[src/pkg/psc_defines.svh]
`ifndef PSC_DEFINES_SVH
`define PSC_DEFINES_SVH

// Dual-channel discrepancy time and its cycle count at 100 MHz
`define PSC_CLK_PERIOD_NS 10
`define PSC_DISCREP_MS 500
`define PSC_DISCREP_CYC ((`PSC_DISCREP_MS * 1000000) / `PSC_CLK_PERIOD_NS)
// Width of the discrepancy counter
`define PSC_DISCREP_W 26

`endif

[src/pkg/psc_pkg.sv]
package psc_pkg;
    typedef enum {
        PSC_IDLE,
        PSC_ARMED,
        PSC_DOWN,
        PSC_UP,
        PSC_WAIT_MUTE,
        PSC_STOPPED,
        PSC_RECOVER
    } psc_state_e;
endpackage : psc_pkg

[src/pkg/psc_dual_if.sv]
`timescale 1ns/100ps
`default_nettype none
// Carries one dual-channel safety input to its checker
interface psc_dual_if;
    logic ch_a;
    logic ch_b;
    logic on;
    logic fault;
    modport chk (input ch_a, input ch_b, output on, output fault);
    modport user (output ch_a, output ch_b, input on, input fault);
endinterface : psc_dual_if
`default_nettype wire

[src/hdl/psc_dual_chan.sv]
`timescale 1ns/100ps
`default_nettype none
`include "psc_defines.svh"
// Dual-channel safety input: on only with both channels on
module psc_dual_chan #(
    parameter int DISCREP_CYC = `PSC_DISCREP_CYC
) (
    input wire logic clk, // System clock
    input wire logic resetn, // Synchronous reset, active low
    psc_dual_if.chk d // Synchronised channels and result
);
    logic [`PSC_DISCREP_W-1:0] cnt_q;
    logic lock_q;

    // Mismatch longer than the window locks off until both channels drop
    always_ff @(posedge clk) begin
        if (!resetn) begin
            cnt_q <= '0;
            lock_q <= 1'b0;
        end else if (d.ch_a == d.ch_b) begin
            cnt_q <= '0;
            if (!d.ch_a) begin
                lock_q <= 1'b0;
            end
        end else if (cnt_q >= `PSC_DISCREP_W'(DISCREP_CYC - 1)) begin
            lock_q <= 1'b1;
        end else begin
            cnt_q <= cnt_q + `PSC_DISCREP_W'(1);
        end
    end

    assign d.on = d.ch_a && d.ch_b && !lock_q;
    assign d.fault = lock_q;

    on_needs_both_a: assert property (@(posedge clk) disable iff (!resetn)
        d.on |-> (d.ch_a && d.ch_b)) else $error("dual input on with a channel off");
endmodule : psc_dual_chan
`default_nettype wire

[src/hdl/psc_press.sv]
// Overview of operation
// - The block arms when both stops and top of stroke are on and manual reset is then pressed.
// - Armed at top of stroke, a rising cycle start turns the downstroke output on.
// - In downstroke, bottom of stroke on swaps downstroke off and upstroke on.
// - In upstroke, top of stroke on turns upstroke off and ends the cycle.
// - Releasing cycle start after the downstroke began does not interrupt the stroke.
// - The next cycle needs the optical stop to go off and on, then cycle start again.
// - A stop lost during a stroke halts motion; after manual reset, cycle start drives upstroke.
// - Cycle start and emergency stop are dual two-terminal, optical stop dual PNP, others single.
`timescale 1ns/100ps
`default_nettype none
`include "psc_defines.svh"
module psc_press #(
    parameter int DISCREP_CYC = `PSC_DISCREP_CYC
) (
    input wire logic CLK, // 100 MHz clock
    input wire logic RESETN, // Synchronous reset, active low
    input wire logic CYCLE_START_INPUT_A, // Cycle start channel A
    input wire logic CYCLE_START_INPUT_B, // Cycle start channel B
    input wire logic NONMUTABLE_STOP_INPUT_A, // Emergency stop channel A, on = safe
    input wire logic NONMUTABLE_STOP_INPUT_B, // Emergency stop channel B
    input wire logic OPTICAL_STOP_INPUT_A, // Optical stop PNP channel A, on = clear
    input wire logic OPTICAL_STOP_INPUT_B, // Optical stop PNP channel B
    input wire logic TOP_OF_STROKE_INPUT, // Top of stroke switch
    input wire logic BOTTOM_OF_STROKE_INPUT, // Bottom of stroke switch
    input wire logic MANUAL_RESET_INPUT, // Manual reset button
    output logic DOWNSTROKE_OUTPUT, // Downstroke valve
    output logic UPSTROKE_OUTPUT, // Upstroke valve
    output logic ARMED_OUTPUT, // Block armed and running
    output logic INPUT_FAULT_OUTPUT // Dual-channel discrepancy
);
    localparam int NPIN = 9;
    logic [NPIN-1:0] pin_raw;
    logic [NPIN-1:0] s1_q, s2_q, s3_q, pin_q;
    psc_dual_if cs_if ();
    psc_dual_if es_if ();
    psc_dual_if op_if ();
    psc_pkg::psc_state_e st_q, st_d;
    logic cs_prev_q, op_prev_q, mr_prev_q;
    logic cs_rise, op_rise, mr_rise, stops_ok;
    logic dn_d, up_d, dn_q, up_q;

    assign pin_raw = {MANUAL_RESET_INPUT, BOTTOM_OF_STROKE_INPUT, TOP_OF_STROKE_INPUT,
                      OPTICAL_STOP_INPUT_B, OPTICAL_STOP_INPUT_A, NONMUTABLE_STOP_INPUT_B,
                      NONMUTABLE_STOP_INPUT_A, CYCLE_START_INPUT_B, CYCLE_START_INPUT_A};

    // Three-stage synchroniser; a change counts once stages two and three agree
    always_ff @(posedge CLK) begin
        if (!RESETN) begin
            s1_q <= '0;
            s2_q <= '0;
            s3_q <= '0;
            pin_q <= '0;
        end else begin
            s1_q <= pin_raw;
            s2_q <= s1_q;
            s3_q <= s2_q;
            for (int i = 0; i < NPIN; i++) begin
                if (s2_q[i] == s3_q[i]) begin
                    pin_q[i] <= s3_q[i];
                end
            end
        end
    end

    // Dual-channel safety inputs
    assign cs_if.ch_a = pin_q[0];
    assign cs_if.ch_b = pin_q[1];
    assign es_if.ch_a = pin_q[2];
    assign es_if.ch_b = pin_q[3];
    assign op_if.ch_a = pin_q[4];
    assign op_if.ch_b = pin_q[5];

    psc_dual_chan #(.DISCREP_CYC(DISCREP_CYC)) u_cs (.clk(CLK), .resetn(RESETN), .d(cs_if.chk));
    psc_dual_chan #(.DISCREP_CYC(DISCREP_CYC)) u_es (.clk(CLK), .resetn(RESETN), .d(es_if.chk));
    psc_dual_chan #(.DISCREP_CYC(DISCREP_CYC)) u_op (.clk(CLK), .resetn(RESETN), .d(op_if.chk));

    // Edge history; starts high, but pin_q resets low, so an input held through reset still gives an edge once synchronised
    always_ff @(posedge CLK) begin
        if (!RESETN) begin
            cs_prev_q <= 1'b1;
            op_prev_q <= 1'b1;
            mr_prev_q <= 1'b1;
        end else begin
            cs_prev_q <= cs_if.on;
            op_prev_q <= op_if.on;
            mr_prev_q <= pin_q[8];
        end
    end

    assign cs_rise = cs_if.on && !cs_prev_q;
    assign op_rise = op_if.on && !op_prev_q;
    assign mr_rise = pin_q[8] && !mr_prev_q;
    assign stops_ok = es_if.on && op_if.on;

    // Stroke sequencer
    always_comb begin
        st_d = st_q;
        case (st_q)
            psc_pkg::PSC_IDLE: begin
                if (stops_ok && pin_q[6] && mr_rise) begin
                    st_d = psc_pkg::PSC_ARMED;
                end
            end
            psc_pkg::PSC_ARMED: begin
                if (!stops_ok) begin
                    st_d = psc_pkg::PSC_IDLE;
                end else if (cs_rise && pin_q[6]) begin
                    st_d = psc_pkg::PSC_DOWN;
                end
            end
            psc_pkg::PSC_DOWN: begin
                // Cycle start is not looked at here; release cannot stop it
                if (!stops_ok) begin
                    st_d = psc_pkg::PSC_STOPPED;
                end else if (pin_q[7]) begin
                    st_d = psc_pkg::PSC_UP;
                end
            end
            psc_pkg::PSC_UP: begin
                if (!stops_ok) begin
                    st_d = psc_pkg::PSC_STOPPED;
                end else if (pin_q[6]) begin
                    st_d = psc_pkg::PSC_WAIT_MUTE;
                end
            end
            psc_pkg::PSC_WAIT_MUTE: begin
                // Optical stop must cycle before the next stroke
                if (!es_if.on) begin
                    st_d = psc_pkg::PSC_IDLE;
                end else if (op_rise) begin
                    st_d = psc_pkg::PSC_ARMED;
                end
            end
            psc_pkg::PSC_STOPPED: begin
                if (stops_ok && mr_rise) begin
                    st_d = psc_pkg::PSC_RECOVER;
                end
            end
            psc_pkg::PSC_RECOVER: begin
                if (!stops_ok) begin
                    st_d = psc_pkg::PSC_STOPPED;
                end else if (cs_rise) begin
                    st_d = psc_pkg::PSC_UP;
                end
            end
            default: st_d = psc_pkg::PSC_IDLE;
        endcase
    end

    always_ff @(posedge CLK) begin
        if (!RESETN) begin
            st_q <= psc_pkg::PSC_IDLE;
        end else begin
            st_q <= st_d;
        end
    end

    // Outputs from next state; downstroke and upstroke never both on by construction
    assign dn_d = (st_d == psc_pkg::PSC_DOWN);
    assign up_d = (st_d == psc_pkg::PSC_UP) && !dn_d;

    always_ff @(posedge CLK) begin
        if (!RESETN) begin
            dn_q <= 1'b0;
            up_q <= 1'b0;
            ARMED_OUTPUT <= 1'b0;
            INPUT_FAULT_OUTPUT <= 1'b0;
        end else begin
            dn_q <= dn_d;
            up_q <= up_d;
            ARMED_OUTPUT <= (st_d != psc_pkg::PSC_IDLE) && (st_d != psc_pkg::PSC_STOPPED);
            INPUT_FAULT_OUTPUT <= cs_if.fault || es_if.fault || op_if.fault;
        end
    end

    assign DOWNSTROKE_OUTPUT = dn_q;
    assign UPSTROKE_OUTPUT = up_q;

    never_both_a: assert property (@(posedge CLK) disable iff (!RESETN)
        !(dn_q && up_q)) else $error("down and up on together");
    down_start_a: assert property (@(posedge CLK) disable iff (!RESETN)
        (st_q == psc_pkg::PSC_ARMED && stops_ok && cs_rise && pin_q[6]) |=> dn_q)
        else $error("downstroke did not start");
    bottom_swap_a: assert property (@(posedge CLK) disable iff (!RESETN)
        (st_q == psc_pkg::PSC_DOWN && stops_ok && pin_q[7]) |=> (up_q && !dn_q))
        else $error("no reversal at bottom");
    top_end_a: assert property (@(posedge CLK) disable iff (!RESETN)
        (st_q == psc_pkg::PSC_UP && stops_ok && pin_q[6]) |=> !up_q)
        else $error("upstroke not ended at top");
    arm_cause_a: assert property (@(posedge CLK) disable iff (!RESETN)
        (st_q == psc_pkg::PSC_IDLE && st_d == psc_pkg::PSC_ARMED) |-> (mr_rise && stops_ok && pin_q[6]))
        else $error("armed without reset");
    hold_down_a: assert property (@(posedge CLK) disable iff (!RESETN)
        (dn_q && $fell(cs_if.on) && stops_ok && !pin_q[7]) |=> dn_q)
        else $error("release stopped stroke");
    stop_halt_a: assert property (@(posedge CLK) disable iff (!RESETN)
        ((dn_q || up_q) && !stops_ok) |=> (!dn_q && !up_q))
        else $error("motion not halted");
    mute_cycle_a: assert property (@(posedge CLK) disable iff (!RESETN)
        (st_q == psc_pkg::PSC_WAIT_MUTE && !op_rise) |=> !dn_q)
        else $error("new cycle without optical cycle");
endmodule : psc_press
`default_nettype wire

[config.mk]
export PLATFORM = sky130hd
export DESIGN_NAME = psc_press
export DESIGN_NICKNAME = d
export VERILOG_FILES = /design/src/pkg/psc_pkg.sv /design/src/pkg/psc_dual_if.sv /design/src/hdl/psc_dual_chan.sv /design/src/hdl/psc_press.sv
export VERILOG_INCLUDE_DIRS = /design/src /design/src/pkg
export SDC_FILE = /design/constraint.sdc
export NUM_CORES = 1
export LEC_CHECK = 0
export BUFFER_PORTS_ARGS = -buffer_cell sky130_fd_sc_hd__buf_2
export CAP_MARGIN = 15
export CELL_PAD_IN_SITES_DETAIL_PLACEMENT = 0
export CELL_PAD_IN_SITES_GLOBAL_PLACEMENT = 1
export CORE_ASPECT_RATIO = 0.75
export CORE_UTILIZATION = 40
export DETAILED_ROUTE_END_ITERATION = 7
export PLACE_DENSITY_LB_ADDON = 0.1
export SLEW_MARGIN = 20
export SYNTH_ARGS = -nofsm -noshare
export SYNTH_HDL_FRONTEND = slang
export SYNTH_SLANG_ARGS = --single-unit
[constraint.sdc]
create_clock -name CLK -period 1.9 [get_ports CLK]
set_input_delay 0.19 -clock CLK [delete_from_list [all_inputs] [get_ports CLK]]
set_output_delay 0.19 -clock CLK [all_outputs]
set_load 0.02 [all_outputs]
==> impl_results.md, run 1 <==
* Critical path type: reg -> reg
* Post-synth EDFFs at 0
* Post-synth top area cell: dfxtp_1
* Syn Area/Cell at between 9 and 10 um2
* Drt total wl at around 12 mm
* Area of the core at between 10,000 and 15,000 um2
* Leak at 0.00316 uW
* Reg area at about 3100 um2
* Sequential-to-total area share from yosys stat at a little over half
* Place WS at -0.198 ns
* Placed cell areas at 6990 um2
* Synth top area share at 52.6%
* Routed length per placed instance at around 12 um
* XOR/XNOR share of the synthesized area at between 10 and 15%
* Remaining DRCs at 0
* Max Clock Freq at between 0.4 and 0.5 GHz
* Max_cap viols at 0
* WHS at 0.291 ns
* CTS buffer count at 17
* Outcome: complete, but fails checks
* Final critical-path required period at 2.06 ns
* Initial antenna violation count at 0
* Critical Path RT at roughly 2.2 ns
* Ys Warns at 0
* Vias at about 4,700
* Async SR Flop Fraction at 0%
* Initial DRC count at 230
* Startpoint Class: flop
* Synth top area cells: dfxtp_1 (53%), xor2_1 (7.7%), nor2_1 (5.7%), and2_1 (3.1%), nand4_1 (2.9%)
* Area Growth Syn to Fin at 39.9%
* Bufs on Longest Clock Path at 2
* Worst vdd ir at 0.000563 V
* Largest family of logic cells by synthesized area: simple AND/OR/NAND/NOR gates
* Drt pass-1 iters at 5
* Final setup fails at between 40 and 50
* Total power at between 6000 and 7000 uW
* Crit. End Element: flop
* Share of cells above drive strength 1 at a little under a third
* Tightest Hold Check Type: in -> reg
* Post-synthesis compound-gate area fraction at 8.28%
* Quantity of I/O buffers inserted on ports at 14
* Chip width at 143 um
* Mux share of post-synthesis cell area at 0.527%
* Final Cycle Share at 108%
* Cell variety after synth at between 60 and 70
* Largest net degree at the start of global routing at 48
* # fillers at approximately 1,300
* Most frequent cell after synthesis: dfxtp_1
* # IOs at 15
* Final #Nets at ~800
* CTS sink count at around 160
* Power Density at around 840 nW/um2
* Antenna Nets Post-Route at 0
* Clock Skew at ~0.0086 ns
* Violated checks: negative setup slack
* Synth Area in Simple Gates at between 20 and 30%
* RSZ-0062 raised after global routing: yes
* Finished Cell Area at between 8000 and 9000 um2
* Adder-Cell Fraction of Synth Area at about 1.3%
* Initial core utilization at between 40% and 50%
* Pins Over Slew Limit at 0
* # diodes at 0
* Post-Syn Area at 5940 um2
* Vias/cell at about 4.7
* Die area at roughly 15,000 um2
* First-pass GRT wire length at 20.4 mm
* Dpl hpwl at 7.92 mm
* Vias in the first global route at 4,522
* CP max FO at 9
* All-Layer GR Usage at approximately 17%
* Row count at 38
* Multi-input logic area at about 3200 um2
* Post-synth top cells: dfxtp_1 (156), nor2_1 (90), xor2_1 (52)
* Final hold vios at 0
* Seq cells post-synth at 156
* Worst-skew pair later-pin latency at 0.41 ns
* Die Height at around 110 um
* Synth Instances at 621
* Global route total overflow at 0
* H-tree depth at 4
* Synth Flop Type: dfxtp_1
* Root buffer cell: clkbuf_16
* Setup slack after layout at -0.160 ns
* Clk slew on worst S/H paths at around 0.06 ns
* CTS tree: done
* Routability cong. at 0.753
* Arr. time, crit path at 2.35 ns
## power breakdown
group / internal [uW] / switching, uW
registers: 3330 / 22.3
clock network: 2230 / 1330
logic: 41.0 / 34.8
total: 5610 / 1390
## per-layer routing
layer,wire length [um],up-vias,GRT usage [%]
li1,-,2437,-
met1,6310,2195,22.8
met2,5540,52,25.7
met3,350,13,4.40
met4,140,0,5.99
met5,0,-,0
## cells in the final DEF, fill, tap and decap left out, types with 3 or more instances in the layout
| master | n |
|---|---|
| a21oi_2 | 6 |
| and3_1 | 12 |
| conb_1 | 29 |
| nand2_1 | 40 |
| xor2_1 | 52 |
| inv_1 | 5 |
| nor4_1 | 3 |
| or3_1 | 3 |
| or4_4 | 4 |
| clkinvlp_4 | 3 |
| xnor2_2 | 8 |
| dfxtp_2 | 13 |
| and2_1 | 30 |
| nor2b_1 | 4 |
| and4_1 | 5 |
| nand3_1 | 17 |
| buf_4 | 97 |
| dlygate4sd3_1 | 9 |
| xnor2_1 | 9 |
| nor2_1 | 86 |
| a211oi_4 | 3 |
| nor3_2 | 7 |
| nand2b_1 | 3 |
| o21ai_0 | 18 |
| buf_2 | 14 |
| nand2_2 | 4 |
| a21boi_0 | 11 |
| nor3_1 | 5 |
| bufinv_16 | 4 |
| ha_1 | 3 |
| clkinv_4 | 4 |
| o21ai_2 | 3 |
| clkbuf_16 | 17 |
| nand3_2 | 12 |
| nand4_1 | 28 |
| a21oi_1 | 5 |
| buf_6 | 10 |
| dfxtp_1 | 143 |
## final timing paths
| path | startpoint | to | slack (ns) | cells past startpoint |
|---|---|---|---|---|
| worst max-delay path | u_es.cnt_q[7] | u_es.cnt_q[17] | -0.16 | 9 |
| worst min-delay path | RESETN | op_prev_q | 0.29 | 3 |
| worst max register to register | u_es.cnt_q[7] | u_es.cnt_q[17] | -0.16 | 9 |
| worst min register to register | s1_q[8] | s2_q[8] | 0.44 | 1 |
## worst max-delay path, cell delays in order, from the launching register on
cell	delay, ns
dfxtp_2	0.32
or4_4	0.53
a311oi_2	0.22
o21ai_2	0.11
a22oi_4	0.16
buf_6	0.13
buf_12	0.12
nand4_1	0.12
xor2_1	0.19
nor2_1	0.05
## metrics by stage
stage / instances / util, % / setup TNS, ns
3_5_place_dp: 934 / 48.2 / -5.01
6_report: 992 / 57.3 / -3.85
4_1_cts: 984 / 54.6 / -3.75
2_1_floorplan: 649 / - / -0.482
3_3_place_gp: 934 / 48.2 / -4.01
5_1_grt: 992 / 57.3 / -10.14
## state kept, by name, indices dropped and copies added, names as in the netlist, 9 cells and up
name        count
u_cs.cnt_q     26
pin_q           9
s3_q            9
s1_q            9
u_op.cnt_q     26
u_es.cnt_q     26
st_q           32
s2_q            9
## layout make-up
cell class,count,area share [%]
Clock inverter,13,2.30
Tap cell,200,3.01
Multi-Input combinational cell,468,39.1
Timing Repair Buffer,131,12.3
Inverter,6,0.271
Clock buffer,18,5.29
Sequential cell,156,37.8
## repair_timing
item                                    4_1_cts  5_1_grt
gates resized for setup                      34       72
pin swaps                                    23       47
gates cloned                                  1        1
setup buffers                                10        8
hold endpoints to repair                      9        0
hold buffers                                  9        0
endpoints found under the setup margin       59       77
## cells by family after synthesis
| kind of cell | Yosys count |
|---|---|
| AND/OR/NAND/NOR | 292 |
| flip-flops | 156 |
| AO/OA/AOI/OAI | 69 |
| XOR/XNOR | 69 |
| buffers and inverters | 25 |
| adder cells (fa/ha/maj) | 6 |
| multiplexers | 3 |
| other | 1 |
No activity file was read; power rests on OpenSTA's default activity.
==> run 2: changes to the inputs <==
Settings changed: CTS_BUF_LIST set to sky130_fd_sc_hd__clkbuf_2.
Clock period 1.9 ns to 2.5 ns, I/O delays scaled along.
==> run 2 against run 1 <==
Compared with the run above:
- the run now ends clean
- non-clock buffer count decreased by 94
- die area stayed put
- sequential share of layout area is 8.6 points higher
- wire length down 14%
- critical path depth down 2
- cell count is 9.4% lower
- register-to-register slack gained 0.40 ns
- critical path type unchanged
- critical endpoint is now u_cs.cnt_q[10]
- largest cell class is now sequential cells
- largest power group is now sequential cells
- highest routed layer unchanged
==> impl_results.md, run 2 (synthesis results as in run 1) <==
* Bufs on Longest Clock Path at 2 (unchanged)
* Setup slack after layout at 0.239 ns (+0.399 ns)
* Final setup fails at 0 (-100%)
* Arr. time, crit path at 2.88 ns (+0.53 ns)
* Dpl hpwl at 7.17 mm (-9.4%)
* Clock Skew at 0.0378 ns (+0.0292 ns)
* Die Height at 108 um (unchanged)
* # fillers at 1,449 (+14%)
* Power Density at 599 nW/um2 (-29%)
* Sequential power share at 63.3% (+15 points)
* Final #Nets at 703 (-12%)
* Postcts setup bufs at 0 (-10)
* Tightest Hold Check Type: in -> reg
* Worst Max-Slew Pin Slew at between 0.8 and 0.9 ns
* Combinational power share at 1.4% (+0.3 points)
* Root buffer cell: clkbuf_2
* Worst-skew pair later-pin latency at 0.71 ns (+0.30 ns)
* CTS tree: done
* Initial DRC count at 207 (-10%)
* Critical Path RT at 3.12 ns (+0.93 ns)
* Startpoint Class: flop
* First-pass GRT wire length at 18.7 mm (-8.4%)
* Largest net degree at the start of global routing at 48 (unchanged)
* Area of the core at 14,500 um2 (unchanged)
* Crit. End Element: flop
* Resize count post-CTS at 0 (-100%)
* CTS sink count at 156 (unchanged)
* Final critical-path required period at 2.26 ns (+0.201 ns)
* P_int at 3050 uW (-46%)
* Routability cong. at 0.758 (+0.65%)
* RSZ-0062 raised after global routing: no
* All-Layer GR Usage at 15.4% (-1.4 points)
* Final hold vios at 0 (unchanged)
* Area Growth Syn to Fin at 13.3%
* Vias in the first global route at 4,080 (-9.8%)
* Global route total overflow at 0 (unchanged)
* Sw Pwr at 975 uW (-30%)
* Clock power frac at 35.3% (-16 points)
* Most flop-heavy register: st_q
* Commonest non-fill, non-tap cell in the layout: dfxtp_1
* Initial core utilization at 41.0% (unchanged)
* Routed length per placed instance at 11.8 um (-4.8%)
* Final Util at 46.4% (-11 points)
* Pins Over Slew Limit at 0 (unchanged)
* Worst vdd ir at 0.000347 V (-38%)
* Vias/cell at 4.79 (+1.1%)
* Clk slew on worst S/H paths at 0.24 ns (+0.18 ns)
* Leak at 0.00243 uW (-23%)
* Vias at 4,302 (-8.4%)
* Critical path type: reg -> reg
* Remaining DRCs at 0 (unchanged)
* WHS at 0.274 ns (-0.0169 ns)
* # IOs at 15 (unchanged)
* Commonest cells after routing, fill and taps aside: dfxtp_1 (156), nor2_1 (90), xor2_1 (52), nand2_1 (44), nand3_1 (30)
* Share of cells above drive strength 1 at 10.2% (-21 points)
* Sw Ratio at 24.2% (+4.3 points)
* Row count at 38 (unchanged)
* Final Cycle Share at 90.5% (-18 points)
* # diodes at 0 (unchanged)
* Headroom to the max-slew limit at between 40% and 50%
* Chip width at 143 um (unchanged)
* Max Clock Freq at 0.442 GHz (-8.9%)
* Initial antenna violation count at 0 (unchanged)
* Max_cap viols at 0 (unchanged)
* Drt total wl at 10.6 mm (-14%)
* Antenna Nets Post-Route at 0 (unchanged)
* Quantity of I/O buffers inserted on ports at 14 (unchanged)
* Drt pass-1 iters at 4 (-1)
* Outcome: finished, final reports clean
* Max reg flops at 32 (unchanged)
* CP max FO at 8 (-1)
* CTS buffer count at 17 (unchanged)
* Place WS at 0.251 ns (+0.449 ns)
* H-tree depth at 4 (unchanged)
* Total Negative Setup Slacks at 0 ns (+3.85 ns)
* Die area at 15,300 um2 (unchanged)
run 2: cell count changes in the layout (fill, tap and decap cells not counted), sizes merged:
cell / before / now
bufinv: 4 / 2
dlygate4sd3: 9 / 10
inv: 7 / 12
clkinv: 5 / 3
buf: 122 / 27
run 2: layout make-up:
type | instances | area, um2 | share of cell area (%)
inverter | 6 | 22.5 | 0.335
multi-input combinational | 468 | 2820 | 41.9
sequential | 156 | 3120 | 46.4
clock inverter | 14 | 159 | 2.36
tap | 200 | 250 | 3.72
clock buffer | 18 | 90.1 | 1.34
timing repair buffer | 37 | 268 | 3.98
run 2: routing by layer:
layer	GRT usage (%)	up-vias	routed length [um]
li1	-	2256	-
met1	20.6	1994	5760
met2	23.2	46	4450
met3	5.47	6	343
met4	4.84	0	90
met5	0	-	0
run 2: timing repair:
item,4_1_cts,5_1_grt
setup endpoints to repair,0,0
hold buffers,10,0
endpoints found under the hold margin,14,0
run 2: final timing paths:
check                           cells after the start          startpoint        endpoint  slack [ns]
worst min register to register                      1             s1_q[4]         s2_q[4]        0.46
worst min-delay path                                3  MANUAL_RESET_INPUT         s1_q[8]        0.27
worst max register to register                      7       u_cs.cnt_q[8]  u_cs.cnt_q[10]        0.24
worst max-delay path                                7       u_cs.cnt_q[8]  u_cs.cnt_q[10]        0.24
run 2: critical path: stages (launching register included):
cell and delay (ns):
dfxtp_1 0.40, or4_1 0.53, a311oi_2 0.27, o21bai_2 0.15
a211oi_4 0.45, nand4_1 0.18, xor2_1 0.16, nor2_1 0.05
run 2: through the flow:
stage / cell area, um2 / std cells / total power, uW
finish: 6730 / 899 / 4030
global route: 6730 / 899 / 4250
CTS: 6730 / 899 / 4100
detailed placement: 6380 / 857 / 2650
global placement: 6380 / 857 / 2640
floorplan: 6040 / 649 / 2630
run 2: power groups by stage:
stage / clock network, uW / logic, uW / registers [uW]
2_1_floorplan: 0 / 29.7 / 2600
3_3_place_gp: 0 / 43.2 / 2600
3_5_place_dp: 0 / 44.6 / 2600
4_1_cts: 1490 / 56.6 / 2550
5_1_grt: 1630 / 64.3 / 2560
6_report: 1420 / 55.6 / 2550
==> run 3: changes to the inputs <==
Settings changed: ABC_AREA set to 1, SYNTH_HIERARCHICAL set to 1.
Clock period 2.5 ns to 2.8 ns, I/O delays scaled along.
==> run 3 against run 2 <==
Compared with the run above:
- via count increased by 78%
- cell count is 85% higher
- count of clock-buffer cells in the layout shrank 1
- final area is 37% higher
- die area is 41% higher
- critical endpoint is now u_es/cnt_q[17]
- largest power group unchanged
- highest routed layer unchanged
==> impl_results.md, run 3 <==
* Startpoint Class: flop
* Final setup fails at 0 (unchanged)
* Vias in the first global route at 7,034 (+72%)
* Max reg flops at 32 (unchanged)
* # IOs at 15 (unchanged)
* Max_cap viols at 0 (unchanged)
* Global route total overflow at 0 (unchanged)
* Clk slew on worst S/H paths at 0.25 ns (about the same)
* Dpl hpwl at 14.4 mm (+100%)
* RSZ-0062 raised after global routing: no
* Initial antenna violation count at 1 (+1)
* Remaining DRCs at 0 (unchanged)
* Initial DRC count at 384 (+86%)
* Critical Path RT at 3.47 ns (+0.35 ns)
* Most frequent cell after synthesis: nand2_1
* Area Growth Syn to Fin at 9.36%
* Synth top area cells: dfxtp_1 (37%), nand2_1 (20%), nor2_1 (8.7%), nand3_1 (6.1%), inv_1 (6.1%)
* Chip width at 170 um (+19%)
* Routability cong. at 0.839 (+11%)
* Post-Syn Area at 8420 um2 (+42%)
* CTS tree: done
* Drt total wl at 19.7 mm (+85%)
* Final critical-path required period at 2.12 ns (-0.137 ns)
* Area of the core at 20,400 um2 (+41%)
* Final #Nets at 1,384 (+97%)
* Outcome: finished, final reports clean
* Pins Over Slew Limit at 0 (unchanged)
* Headroom to the max-slew limit at 56.4% (+14 points)
* Setup slack after layout at 0.675 ns (+0.437 ns)
* Commonest non-fill, non-tap cell in the layout: nand2_1
* Arr. time, crit path at 2.80 ns (-0.08 ns)
* Ys Warns at 6 (+6)
* First-pass GRT wire length at 33.9 mm (+81%)
* Synth top area share at 37.1% (-15 points)
* Final hold vios at 0 (unchanged)
* Worst-skew pair later-pin latency at 0.74 ns (+0.03 ns)
* Vias at 7,654 (+78%)
* Die area at 21,600 um2 (+41%)
* Syn Area/Cell at 6.41 um2 (-33%)
* Critical path type: reg -> reg
* Share of cells above drive strength 1 at 9.42% (-0.74 points)
* Cell variety after synth at 32 (-48%)
* WHS at 0.262 ns (-0.0120 ns)
* Largest net degree at the start of global routing at 26 (-46%)
* Post-synth EDFFs at 0 (unchanged)
* Antenna Nets Post-Route at 0 (unchanged)
* Async SR Flop Fraction at 0% (unchanged)
* H-tree depth at 4 (unchanged)
* Synth Flop Type: dfxtp_1
* All-Layer GR Usage at 19.4% (+4.0 points)
* Post-synth top area cell: dfxtp_1
* CP max FO at 25 (+17)
* Clock Skew at 0.0517 ns (+0.0139 ns)
* CTS sink count at 156 (unchanged)
* Seq cells post-synth at 156 (unchanged)
* Total power at 3710 uW (-7.9%)
* Most flop-heavy register: st_q
* Crit. End Element: flop
* Drt pass-1 iters at 5 (+1)
* Leak at 0.00365 uW (+50%)
* Row count at 45 (+18%)
* Die Height at 128 um (+19%)
* Total Negative Setup Slacks at 0 ns (unchanged)
* Root buffer cell: clkbuf_2
* Quantity of I/O buffers inserted on ports at 14 (unchanged)
* Place WS at 0.709 ns (+0.458 ns)
* Vias/cell at 4.60 (-3.8%)
* Resize count post-CTS at 0 (unchanged)
* Final Cycle Share at 75.9% (-15 points)
* Routed length per placed instance at 11.8 um (about the same)
* Power Density at 403 nW/um2 (-33%)
* CTS buffer count at 17 (unchanged)
* Tightest Hold Check Type: in -> reg
* Final Util at 45.0% (-1.4 points)
* Worst vdd ir at 0.000190 V (-45%)
* Synth Instances at 1,313 (+110%)
* Bufs on Longest Clock Path at 2 (unchanged)
* Commonest cells after routing, fill and taps aside: nand2_1 (457), nor2_1 (195), dfxtp_1 (156), inv_1 (137), nand3_1 (103)
* Max Clock Freq at 0.471 GHz (+6.4%)
* Initial core utilization at 41.2% (+0.23 points)
* Worst Max-Slew Pin Slew at 0.653 ns (-0.204 ns)
* Sequential-to-total area share from yosys stat at 37.1% (-15 points)
* Post-synth top cells: nand2_1 (457), nor2_1 (195), dfxtp_1 (156)
## run 3: cells by family after synthesis
family / after synthesis / share of synthesized area, %
xor+xnor: 27 / 2.81
flops: 156 / 37.1
buf+inv: 180 / 9.05
fa+ha+maj: 7 / 1.01
other cells: 1 / 0.0445
simple gates: 834 / 42.6
compound gates: 108 / 7.34
## run 3: layer usage
metal	vias up	global-route usage, %	wire, um
li1	4171	-	-
met1	3353	29.1	11000
met2	119	28.2	7850
met3	11	3.93	745
met4	0	4.61	127
met5	-	0	0
## run 3: cell type report
type	count	area [um2]
fillers	2212	11200
multi-input cells	1005	4640
flip-flops and latches	156	3120
inverters	151	567
well taps	282	353
repair buffers	36	265
clock inverters	15	173
clock buffers	17	85.1
diodes	1	2.50
## run 3: report_power, final
| part | switching (uW) | internal (uW) | leakage [uW] |
|---|---|---|---|
| registers | 14.4 | 2270 | 0.00127 |
| clock network | 911 | 444 | 0.000151 |
| logic | 42.4 | 33.0 | 0.00222 |
## run 3: path summary, 6_finish.rpt
| kind | startpoint | to | slack [ns] | cells after the start |
|---|---|---|---|---|
| worst min register to register | s1_q[1] | s2_q[1] | 0.41 | 2 |
| worst max register to register | u_es/cnt_q[0] | u_es/cnt_q[17] | 0.68 | 9 |
| worst min-delay path | BOTTOM_OF_STROKE_INPUT | s1_q[7] | 0.26 | 4 |
| worst max-delay path | u_es/cnt_q[0] | u_es/cnt_q[17] | 0.68 | 9 |
## run 3: worst max-delay path, stage by stage (launching register included)
cell and delay, ns:
dfxtp_1 0.52, ha_1 0.41, inv_2 0.08, nor2_4 0.17, nand2_2 0.06, nand2_2 0.08
nand3_4 0.18, nand3_4 0.31, nand2_1 0.12, a21oi_2 0.14
## run 3: timing repair
item,CTS,global route
hold buffers,12,0
setup buffers,0,0
endpoints found under the hold margin,18,0
## run 3: stage by stage
step           instances  cell area, um2
6_report            1663            9210
5_1_grt             1663            9210
4_1_cts             1662            9200
3_5_place_dp        1618            8830
3_3_place_gp        1618            8830
2_1_floorplan       1341            8520
